<file path="src/hdcw_consts.vh">
// Constants for the half-duplex control-word serial port
`ifndef HDCW_CONSTS_VH
`define HDCW_CONSTS_VH
// ============================================================
// Frame shape
`define HDCW_CTRL_BITS   5'd8
`define HDCW_MIN_RESP    5'd4
`define HDCW_MAX_RESP    5'd16
`define HDCW_CNT_ONE     5'd1
`define HDCW_CNT_ZERO    5'd0
// ============================================================
// Serial clock divider: terminal count, half period is this plus one system cycles
`define HDCW_HALF_DIV    4'd9
`define HDCW_DIV_ZERO    4'd0
`define HDCW_WORD_ZERO   16'h0000
`define HDCW_BYTE_ZERO   8'h00
`endif

</file>
<file path="src/hdcw_sync.v">
// Two-flop synchroniser for pins from outside the clock domain
`timescale 1ns/1ps
`default_nettype none
module hdcw_sync (
  input  wire clock_i,
  input  wire rst_i,
  input  wire d_i,
  input  wire rst_val_i,
  output reg  q_o
);
  reg meta_q;

  // ============================================================
  // Synchroniser chain; first stage is read only by the second
  always @(posedge clock_i) begin
    if (rst_i) begin
      // Park at the pin's idle level so no false edge follows reset
      meta_q <= rst_val_i;
      q_o    <= rst_val_i;
    end else begin
      meta_q <= d_i;
      q_o    <= meta_q;
    end
  end
endmodule // hdcw_sync
`default_nettype wire

</file>
<file path="src/hdcw_port.v">
// Half-duplex control-word serial port, master and slave modes
//
// Behaviour
// - Each frame opens with an 8-bit control word sent out, and nothing is received during it.
// - The response is 4 to 16 bits, so a frame spans 13 to 25 bit times.
// - When idle the serial clock is low, frame select high and the out line low.
// - A frame starts when a control byte sits in the transmit entry.
// - On frame select falling the entry is loaded and its top bit driven out.
// - Frame select stays low all frame and the in line is not driven during the control word.
// - Response bits change on falling edges and are captured on the next rising edge.
// - A single frame ends with frame select rising one clock after the last capture, in the same cycle as the word is delivered.
// - In continuous mode, while a byte sits in the transmit entry, frame select stays low and the next control byte follows at once.
// - In continuous mode with a next byte in the transmit entry, the received word is delivered on the falling edge after the last capture.
// - As slave the first bit is sampled on the first rising edge after frame select falls.
`timescale 1ns/1ps
`default_nettype none
`include "hdcw_consts.vh"
module hdcw_port (
  input  wire        clock_i,
  input  wire        rst_i,
  input  wire        slave_mode_i,
  input  wire        continuous_i,
  input  wire [4:0]  resp_bits_i,
  input  wire [7:0]  tx_data_i,
  input  wire        tx_valid_i,
  output reg         tx_ready_o,
  output reg  [15:0] rx_data_o,
  output reg         rx_valid_o,
  output reg  [7:0]  slv_ctrl_o,
  output reg         slv_ctrl_valid_o,
  input  wire [15:0] slv_resp_i,
  output reg         busy_o,
  output reg         serial_clock_line_o,
  output reg         serial_clock_line_oe_o,
  input  wire        serial_clock_line_i,
  output reg         frame_sel_n_o,
  output reg         frame_sel_n_oe_o,
  input  wire        frame_sel_n_i,
  output reg         sdo_o,
  output reg         sdo_oe_o,
  input  wire        sdi_i
);
  // ============================================================
  // Master states, one-hot
  localparam [4:0] ST_IDLE = 5'b00001;
  localparam [4:0] ST_CTRL = 5'b00010;
  localparam [4:0] ST_WAIT = 5'b00100;
  localparam [4:0] ST_RESP = 5'b01000;
  localparam [4:0] ST_END  = 5'b10000;

  reg  [4:0]  state_q;
  reg  [3:0]  div_q;
  reg         phase_q;     // Serial clock level in master mode
  reg  [4:0]  cnt_q;
  reg  [4:0]  len_q;
  reg  [7:0]  tx_sh_q;
  reg  [15:0] rx_sh_q;
  reg  [7:0]  hold_q;      // One-entry transmit store
  reg         hold_v_q;
  reg         sck_d1_q;
  reg         fs_d1_q;
  reg         s_active_q;
  reg         s_resp_q;
  reg  [4:0]  s_cnt_q;
  reg  [15:0] s_sh_q;
  wire        sck_s;
  wire        fs_s;
  wire        sdi_s;
  wire        half_tick;
  wire        rise_tick;
  wire        fall_tick;
  wire        s_rise;
  wire        s_fall;
  wire [4:0]  len_clamped;

  // Clamp data size into the legal response range
  function [4:0] clamp_len;
    input [4:0] v;
    begin
      if (v < `HDCW_MIN_RESP) clamp_len = `HDCW_MIN_RESP;
      else if (v > `HDCW_MAX_RESP) clamp_len = `HDCW_MAX_RESP;
      else clamp_len = v;
    end
  endfunction

  assign len_clamped = clamp_len(resp_bits_i);

  // ============================================================
  // Pin synchronisers
  hdcw_sync u_sync_sck (.clock_i(clock_i), .rst_i(rst_i), .d_i(serial_clock_line_i), .rst_val_i(1'b0), .q_o(sck_s));
  hdcw_sync u_sync_fs  (.clock_i(clock_i), .rst_i(rst_i), .d_i(frame_sel_n_i), .rst_val_i(1'b1), .q_o(fs_s));
  hdcw_sync u_sync_sdi (.clock_i(clock_i), .rst_i(rst_i), .d_i(sdi_i), .rst_val_i(1'b0), .q_o(sdi_s));

  // Half-period divider gives one-cycle enables
  always @(posedge clock_i) begin
    if (rst_i || state_q == ST_IDLE) begin
      div_q <= `HDCW_DIV_ZERO;
    end else if (div_q == `HDCW_HALF_DIV) begin
      div_q <= `HDCW_DIV_ZERO;
    end else begin
      div_q <= div_q + 4'd1;
    end
  end
  assign half_tick = (state_q != ST_IDLE) && (div_q == `HDCW_HALF_DIV);
  assign rise_tick = half_tick && !phase_q;
  assign fall_tick = half_tick && phase_q;

  // ============================================================
  // Transmit store; a write wins room only when empty
  always @(posedge clock_i) begin
    if (rst_i) begin
      hold_q   <= `HDCW_BYTE_ZERO;
      hold_v_q <= 1'b0;
    end else if (tx_valid_i && tx_ready_o) begin
      hold_q   <= tx_data_i;
      hold_v_q <= 1'b1;
    end else if (state_q == ST_IDLE && hold_v_q && !slave_mode_i) begin
      hold_v_q <= 1'b0;
    end else if (fall_tick && state_q == ST_RESP && cnt_q == `HDCW_CNT_ONE && continuous_i) begin
      hold_v_q <= 1'b0;
    end
  end

  // ============================================================
  // Master frame sequencer
  always @(posedge clock_i) begin
    if (rst_i || slave_mode_i) begin
      state_q    <= ST_IDLE;
      phase_q    <= 1'b0;
      cnt_q      <= `HDCW_CNT_ZERO;
      len_q      <= `HDCW_MIN_RESP;
      tx_sh_q    <= `HDCW_BYTE_ZERO;
      rx_sh_q    <= `HDCW_WORD_ZERO;
      rx_valid_o <= 1'b0;
      rx_data_o  <= `HDCW_WORD_ZERO;
    end else begin
      rx_valid_o <= 1'b0;
      if (half_tick) phase_q <= ~phase_q;
      case (state_q)
        ST_IDLE: begin
          phase_q <= 1'b0;
          if (hold_v_q) begin
            tx_sh_q <= hold_q;
            rx_sh_q <= `HDCW_WORD_ZERO; // Short words read back zero-filled
            cnt_q   <= `HDCW_CTRL_BITS;
            len_q   <= len_clamped;
            state_q <= ST_CTRL;
          end
        end
        ST_CTRL: begin
          // Far end captures on the rise; shift on the fall
          if (fall_tick) begin
            tx_sh_q <= {tx_sh_q[6:0], 1'b0};
            if (cnt_q == `HDCW_CNT_ONE) state_q <= ST_WAIT;
            else cnt_q <= cnt_q - 5'd1;
          end
        end
        ST_WAIT: begin
          // One idle serial clock while the far end decodes
          if (fall_tick) begin
            cnt_q   <= len_q;
            state_q <= ST_RESP;
          end
        end
        ST_RESP: begin
          if (rise_tick) rx_sh_q <= {rx_sh_q[14:0], sdi_s};
          if (fall_tick) begin
            if (cnt_q == `HDCW_CNT_ONE) begin
              if (continuous_i && hold_v_q) begin
                rx_data_o  <= rx_sh_q;
                rx_valid_o <= 1'b1;
                tx_sh_q    <= hold_q;
                rx_sh_q    <= `HDCW_WORD_ZERO;
                cnt_q      <= `HDCW_CTRL_BITS;
                len_q      <= len_clamped;
                state_q    <= ST_CTRL;
              end else begin
                state_q <= ST_END;
              end
            end else begin
              cnt_q <= cnt_q - 5'd1;
            end
          end
        end
        ST_END: begin
          // Clock rests low half a period, then select rises; no extra pulse
          if (half_tick) begin
            rx_data_o  <= rx_sh_q;
            rx_valid_o <= 1'b1;
            state_q    <= ST_IDLE;
          end
        end
        default: state_q <= ST_IDLE;
      endcase
    end
  end

  // ============================================================
  // Slave receiver: control word in, response out
  always @(posedge clock_i) begin
    if (rst_i || !slave_mode_i) begin
      sck_d1_q         <= 1'b0;
      fs_d1_q          <= 1'b1;
      s_active_q       <= 1'b0;
      s_resp_q         <= 1'b0;
      s_cnt_q          <= `HDCW_CNT_ZERO;
      s_sh_q           <= `HDCW_WORD_ZERO;
      slv_ctrl_o       <= `HDCW_BYTE_ZERO;
      slv_ctrl_valid_o <= 1'b0;
    end else begin
      sck_d1_q         <= sck_s;
      fs_d1_q          <= fs_s;
      slv_ctrl_valid_o <= 1'b0;
      if (fs_s) begin
        s_active_q <= 1'b0;
        s_resp_q   <= 1'b0;
      end else if (fs_d1_q) begin
        s_active_q <= 1'b1;
        s_cnt_q    <= `HDCW_CNT_ZERO;
      end else if (s_active_q && !s_resp_q && s_rise) begin
        s_sh_q  <= {s_sh_q[14:0], sdi_s};
        s_cnt_q <= s_cnt_q + 5'd1;
        if (s_cnt_q == `HDCW_CTRL_BITS - 5'd1) begin
          slv_ctrl_o       <= {s_sh_q[6:0], sdi_s};
          slv_ctrl_valid_o <= 1'b1;
          s_resp_q         <= 1'b1;
          s_cnt_q          <= `HDCW_CNT_ZERO;
        end
      end else if (s_resp_q && s_fall) begin
        // First fall opens the wait clock; the word loads on the wait fall
        if (s_cnt_q == `HDCW_CNT_ONE) s_sh_q <= slv_resp_i;
        else if (s_cnt_q != `HDCW_CNT_ZERO) s_sh_q <= {s_sh_q[14:0], 1'b0};
        s_cnt_q <= s_cnt_q + 5'd1;
        if (s_cnt_q == len_clamped + `HDCW_CNT_ONE) begin
          s_resp_q   <= 1'b0; // Back to control word
          s_cnt_q    <= `HDCW_CNT_ZERO;
        end
      end
    end
  end
  assign s_rise = sck_s && !sck_d1_q;
  assign s_fall = !sck_s && sck_d1_q;

  // ============================================================
  // Registered pin and status drive
  always @(posedge clock_i) begin
    if (rst_i) begin
      serial_clock_line_o    <= 1'b0;
      serial_clock_line_oe_o <= 1'b0;
      frame_sel_n_o          <= 1'b1;
      frame_sel_n_oe_o       <= 1'b0;
      sdo_o                  <= 1'b0;
      sdo_oe_o               <= 1'b0;
      tx_ready_o             <= 1'b0;
      busy_o                 <= 1'b0;
    end else begin
      serial_clock_line_oe_o <= !slave_mode_i;
      frame_sel_n_oe_o       <= !slave_mode_i;
      serial_clock_line_o    <= (state_q == ST_IDLE || state_q == ST_END) ? 1'b0 :
                                (half_tick ? ~phase_q : phase_q);
      frame_sel_n_o          <= ((state_q == ST_IDLE) && !(hold_v_q && !slave_mode_i)) ||
                                ((state_q == ST_END) && half_tick);
      if (slave_mode_i) begin
        sdo_oe_o <= s_resp_q && !fs_s;
        sdo_o    <= s_resp_q && (s_cnt_q > `HDCW_CNT_ONE) && s_sh_q[15];
      end else begin
        sdo_oe_o <= 1'b1;
        // Control bits only; low in wait and response, and in idle unless a byte waits
        sdo_o    <= ((state_q == ST_CTRL) || (state_q == ST_IDLE && hold_v_q)) ?
                    ((state_q == ST_IDLE) ? hold_q[7] : tx_sh_q[7]) : 1'b0;
      end
      tx_ready_o <= !hold_v_q && !(tx_valid_i && tx_ready_o);
      busy_o     <= (state_q != ST_IDLE) || s_active_q;
    end
  end
endmodule // hdcw_port
`default_nettype wire

</file>
<file path="config.mk">
export PLATFORM = sky130hd
export DESIGN_NAME = hdcw_port
export DESIGN_NICKNAME = d
export VERILOG_FILES = /design/src/hdcw_sync.v /design/src/hdcw_port.v
export VERILOG_INCLUDE_DIRS = /design/src
export SDC_FILE = /design/constraint.sdc
export NUM_CORES = 1
export LEC_CHECK = 0
export BUFFER_PORTS_ARGS = -buffer_cell sky130_fd_sc_hd__clkbuf_2
export CORE_MARGIN = 5
export CORE_UTILIZATION = 52
export CTS_CLUSTER_SIZE = 40
export DETAILED_ROUTE_END_ITERATION = 10
export PLACE_DENSITY = 0.84
export SYNTH_ARGS = -nofsm -noshare
export SYNTH_HDL_FRONTEND = slang
export SYNTH_HIERARCHICAL = 1
export SYNTH_SLANG_ARGS = --single-unit
</file>
<file path="constraint.sdc">
create_clock -name clock_i -period 2.4 [get_ports clock_i]
set_input_delay 0.48 -clock clock_i [delete_from_list [all_inputs] [get_ports clock_i]]
set_output_delay 0.48 -clock clock_i [all_outputs]
set_load 0.1 [all_outputs]
</file>
# --- After elaboration in Yosys (flattened, before gate mapping) ---
# Cells that the tools add are included.
totals:
  regBits: 117
  input_bits: 37
  out_inout_bits: 34
op_classes:
  n_addsub: 4
  order_cmp: 3
  eq_ne: 22
  n_mux: 68
  n_bitwise: 4
  reduce_logical: 63
op_table:
  columns: ["operator", "n"]
  rows:
  - ["16-bit two-way mux", 13]
  - ["5-bit two-way mux", 26]
  - ["16-bit one-hot mux with 2 select lines", 2]
  - ["8-bit two-way mux", 5]
  - ["5-bit one-hot mux with 5 select lines", 1]
  - ["8-bit one-hot mux with 3 select lines", 1]
  - ["1-bit logical AND", 22]
  - ["5-bit one-hot mux with 4 select lines", 1]
  - ["1-bit two-way mux", 17]
  - ["5-bit by 1-bit == test with 1-bit output, second input constant", 3]
  - ["2-bit inequality test, second input constant", 7]
  - ["7-bit AND reduction", 2]
  - ["4-bit AND reduction", 3]
  - ["3-bit nonzero test", 4]
  - ["5-bit by 1-bit adder with 5-bit output, second input constant", 2]
  - ["5-bit by 3-bit == test with 1-bit output, second input constant", 2]
  - ["5-bit one-hot mux with 2 select lines", 1]
  - ["5-bit AND reduction", 2]
  - ["1-bit logical NOT", 9]
  - ["2-bit nonzero test", 4]
  - ["2-bit OR reduction", 4]
  - ["1-bit logical OR", 7]
  - ["2-bit by 1-bit inequality test with 1-bit output, second input constant", 3]
  - ["6-bit AND reduction", 1]
  - ["18 further kinds", 22]

# --- Longest topological paths before layout ---
depth:
  word_depth: 9
  depth_mapped: 11
  depth_no_buf: 10

# --- Modules after synthesis ---
# The synthesis kept the hierarchy.
modules_own_cells:
  columns: ["module", "instances", "cells_each", "area_per_inst_um2", "seq_area_each_um2"]
  rows:
  - ["hdcw_port", 1, 564, 5021.1, 2222.1]
  - ["hdcw_sync", 3, 4, 62.6, 40.0]

# --- Worst setup path after synthesis ---
# OpenSTA, ideal clock, no wires.
synth_path:
  kind: "flip-flop to flip-flop"
  startpoint: "register state_q[1]"
  endpoint: "register cnt_q[2]"
  setup_time_ns: 0.115
  arrival_ns: 2.453
  required_time_ns: 2.285
  path_slack_ns: -0.168
  path_stages_with_launch: 11
  path_buffers: 1
  cell_sequence: "dfxtp_1 -> buf_6 -> or2_4 -> nor3_2 -> nor2_1 -> ha_1 -> or4_1 -> o221ai_4 -> a211oi_2 -> and3_1 -> a31o_1"
synth_via:
  elab_chain_len: 5
  word_cells_on_any_way: 16
synth_lines:
  columns: ["element", "line", "source"]
  rows:
  - ["from (decl)", "hdcw_port.v:51", "reg [4:0] state_q;"]
  - ["from (signal assigned)", "hdcw_port.v:128", "state_q <= ST_IDLE;"]
  - ["from (signal assigned)", "hdcw_port.v:147", "state_q <= ST_CTRL;"]
  - ["from (signal assigned)", "hdcw_port.v:154", "if (cnt_q == `HDCW_CNT_ONE) state_q <= ST_WAIT;"]
  - ["5-bit by 1-bit inequality test with 1-bit output", "hdcw_port.v:104", "assign half_tick = (state_q != ST_IDLE) && (div_q == `HDCW_HALF_DIV);"]
  - ["1-bit logical AND", "hdcw_port.v:104", null]
  - ["1-bit logical AND", "hdcw_port.v:106", "assign fall_tick = half_tick && phase_q;"]
  - ["2-bit inequality test (no source line)", null, null]
  - ["7-bit AND reduction (no source line)", null, null]
  - ["to (signal assigned)", "hdcw_port.v:130", "cnt_q <= `HDCW_CNT_ZERO;"]
  - ["to (signal assigned)", "hdcw_port.v:145", "cnt_q <= `HDCW_CTRL_BITS;"]
  - ["to (signal assigned)", "hdcw_port.v:155", "else cnt_q <= cnt_q - 5'd1;"]
  - ["to (decl)", "hdcw_port.v:54", "reg [4:0] cnt_q;"]
# Parallel ways exist; a longest one is shown, timed or not.
# A chain may end at the register's enable or synchronous reset.

# --- Worst setup path in the final report ---
layout_path:
  startpoint: "register state_q[1]"
  endpoint: "register len_q[0]"
layout_via:
  elab_chain_len: 5
  word_cells_on_any_way: 12
layout_lines:
  columns: ["element", "line", "source"]
  rows:
  - ["5-bit by 1-bit inequality test with 1-bit output", "hdcw_port.v:104", null]
  - ["1-bit logical AND", "hdcw_port.v:104", null]
  - ["1-bit logical AND", "hdcw_port.v:106", null]
  - ["2-bit inequality test (no source line)", null, null]
  - ["5-bit AND reduction (no source line)", null, null]
  - ["to (signal assigned)", "hdcw_port.v:131", "len_q <= `HDCW_MIN_RESP;"]
  - ["to (signal assigned)", "hdcw_port.v:146", "len_q <= len_clamped;"]
  - ["to (signal assigned)", "hdcw_port.v:175", "len_q <= len_clamped;"]
  - ["to (decl)", "hdcw_port.v:55", "reg [4:0] len_q;"]
# Parallel ways exist; a longest one is shown, timed or not.

==> results.toml <==
[yosys]
synth_top_cell_by_area = "dfxtp_1"
synth-simple-area-share_pct = 23.1
muxShareOfSynthArea_pct = 9.56
synth_warnings = 6
synth_top_family_by_area = "simple AND/OR/NAND/NOR gates"
synthAdderAreaFrac_pct = 2.40
synth_edf_count = 0
ys_seq_elements = 117
post_synth.cell_area_avg_um2 = 9.04
synthTopCellsByArea = "dfxtp_1 45%, mux2i_1 8.3%, nor2_1 5.8%"
synth_flop_cell = "dfxtp_1"
synth_cell_type_count = 65
synth_xor_area_share_pct = 1.85
ys_seq_area_share_pct = 45.0
synth_compound_area_share_pct = 13.9
syn-cell-area_um2 = 5210
async_flop_share_pct = 0
synth_cells = 576
synth_top_area_share_pct = 45.0

[cts]
cts_tree = "built"
cts_max_level = 4
cts_inserted_buffers = 17
root_buffer = "clkbuf_8"
cts.reportedPaths.clkPinSlew_ns = 0.06
clkSinkCount = 117
clock_latency_ns = 0.50
cts_buffer_depth = 2

[timing]
setup_viol = 0
fin_ws_ns = 0.0694
rsz0062_at_grt = "no"
min_period_over_period_pct = 97.1
clock_skew_ns = 0.0116
final_max_slew_viol_count = 0
hold_violations = 0
relSlewSlack_pct = 60.1
worst_pin_slew_ns = 0.594
fmax_mhz = 429
period_needed_ns = 2.33
tns_ns = 0

[place]
numPortBuffers = 70
place.gp.congestion = 0.893
placed_area_um2 = 5850
dpl.hpwl_um = 8320
place_ws_ns = -0.288

[finish]
layout_commonest_cell = "dfxtp_1"
final_cell_mix = "117 x dfxtp_1, 81 x nor2_1, 76 x nand2_1, 70 x clkbuf_2, 42 x mux2i_1"
final_area_um2 = 6440
drive_gt1_share_pct = 24.7
nNetsFinal = 717
antennaDiodeCount = 0
final.fill_count = 773
synthToLayoutAreaGrowth_pct = 23.6
final_util_pct = 65.8

[global_route]
grt-ovfl-total = 0
antenna_found_initial = 0
grt_pass1_wl_um = 20000
grtUsageTotal_pct = 20.8
grt_max_degree = 37
grt_pass1_vias = 4437

[floorplan]
die_width_um = 110
num_rows = 36
die_y_um = 110
die_area_um2 = 12100
ios = 71
core-area_um2 = 9770
initial_core_util_pct = 53.3

[route]
drtIter0Drc = 281
via_per_inst = 5.55
drc = 0
wl_um = 12300
avgRoutedWirePerCell_um = 15.0
ant_nets = 0
via_count = 4527
drtPass1Iterations = 6

[pwr]
p_leak_nw = 2.67
peakVddDrop_v = 0.000505
power.density_nw_per_um2 = 739

[critical_path]
cp_data_arrival_time_ns = 2.70
r2r_start = "state_q[1]$_SDFFE_PP0P_"
r2r_slack_ns = 0.07
critPathKind = "reg2reg"
rr_worst_depth = 11
end_kind = "flop"
cp_max_fo = 9
reg2reg_to = "len_q[0]$_SDFFE_PP0P_"
start_kind = "flop"
required_ns = 2.77

[min_path]
worstHoldStart = "tx_data_i[5]"
holdPathEnd = "hold_q[5]$_SDFFE_PP0P_"
hold_path.class = "in2reg"
hold_depth = 3

[outcome]
status = "complete, no violations"

[job]
maxCapViolations = 0
-- layer usage --
metal  global-route usage [%]  vias to the layer above  wire length, um
met2                     36.2                      183             6230
met1                     24.4                     2114             4980
met3                     5.01                       28              782
li1                         -                     2202                -
met4                     8.73                        0              250
met5                        0                        -                0
-- power breakdown --
part,internal [mW],total [mW],switching (mW)
sequential,1.98,2.02,0.0322
clock,1.46,2.34,0.887
combinational,0.150,0.392,0.243
total,3.59,4.75,1.16
-- cells by family (layout without fill, tap and decap cells) --
| group | after synthesis | after routing |
|---|---|---|
| flops | 117 | 117 |
| other cells | 2 | 6 |
| xor+xnor | 11 | 11 |
| buf+inv | 44 | 147 |
| mux | 49 | 49 |
| compound gates | 100 | 100 |
| simple gates | 243 | 243 |
| fa+ha+maj | 10 | 10 |
-- critical path: stages (launching register included) --
cell      delay (ns)
dfxtp_1         0.31
or2_4           0.28
nor3_4          0.14
nor2_1          0.09
ha_2            0.20
or4_4           0.50
o221ai_4        0.09
buf_6           0.15
nor3_2          0.04
buf_4           0.18
mux2i_2         0.18
nor2_1          0.05
-- area by class of cell --
type	instances	area [um^2]	share of cell area, %
clock buffers	22	463	7.19
clock inverters	10	98.8	1.54
inverters	13	48.8	0.758
multi-input cells	419	2690	41.7
flip-flops and latches	117	2340	36.4
well taps	133	166	2.59
repair buffers	102	632	9.82
-- state kept, by name (all words and copies together) (netlist names), 4 cells and up --
register / flops
state_q: 5
div_q: 4
s_cnt_q: 5
s_sh_q: 16
len_q: 5
hold_q: 8
slv_ctrl_o: 8
tx_sh_q: 8
cnt_q: 5
rx_data_o: 16
rx_sh_q: 16
-- per-stage QoR --
stage / hold slack, ns / instances / power [mW]
floorplan: 0.433 / 580 / 2.32
global placement: 0.437 / 783 / 2.42
detailed placement: 0.441 / 783 / 2.43
CTS: 0.181 / 816 / 4.77
global route: 0.181 / 816 / 4.91
finish: 0.199 / 816 / 4.75
-- worst max-delay path by stage --
stage | startpoint | endpoint | slack, ns
2_1_floorplan | resp_bits_i[3] | s_cnt_q[1]$_SDFFE_PP0P_ | 0.01
3_3_place_gp | resp_bits_i[3] | s_cnt_q[1]$_SDFFE_PP0P_ | -0.20
3_5_place_dp | resp_bits_i[3] | s_cnt_q[1]$_SDFFE_PP0P_ | -0.29
4_1_cts | state_q[1]$_SDFFE_PP0P_ | len_q[0]$_SDFFE_PP0P_ | 0.06
5_1_grt | state_q[1]$_SDFFE_PP0P_ | len_q[0]$_SDFFE_PP0P_ | 0.0002
6_report | state_q[1]$_SDFFE_PP0P_ | len_q[0]$_SDFFE_PP0P_ | 0.07
-- synthesized netlist by cell type (all sizes together), types with 14 or more instances --
cell / instances
nand2: 76
a211oi: 14
a21oi: 31
a311oi: 16
mux2i: 43
buf: 16
o21ai: 16
clkbuf: 15
nor2: 92
nand3: 15
dfxtp: 117
-- what timing repair did --
item | 4_1_cts | 5_1_grt
pin swaps | 1 | 0
hold buffers | 0 | 0
setup endpoints to repair | 16 | 2
setup buffers | 1 | 0
gates resized for setup | 0 | 2
Note: power is estimated with default switching activity, not from simulation.
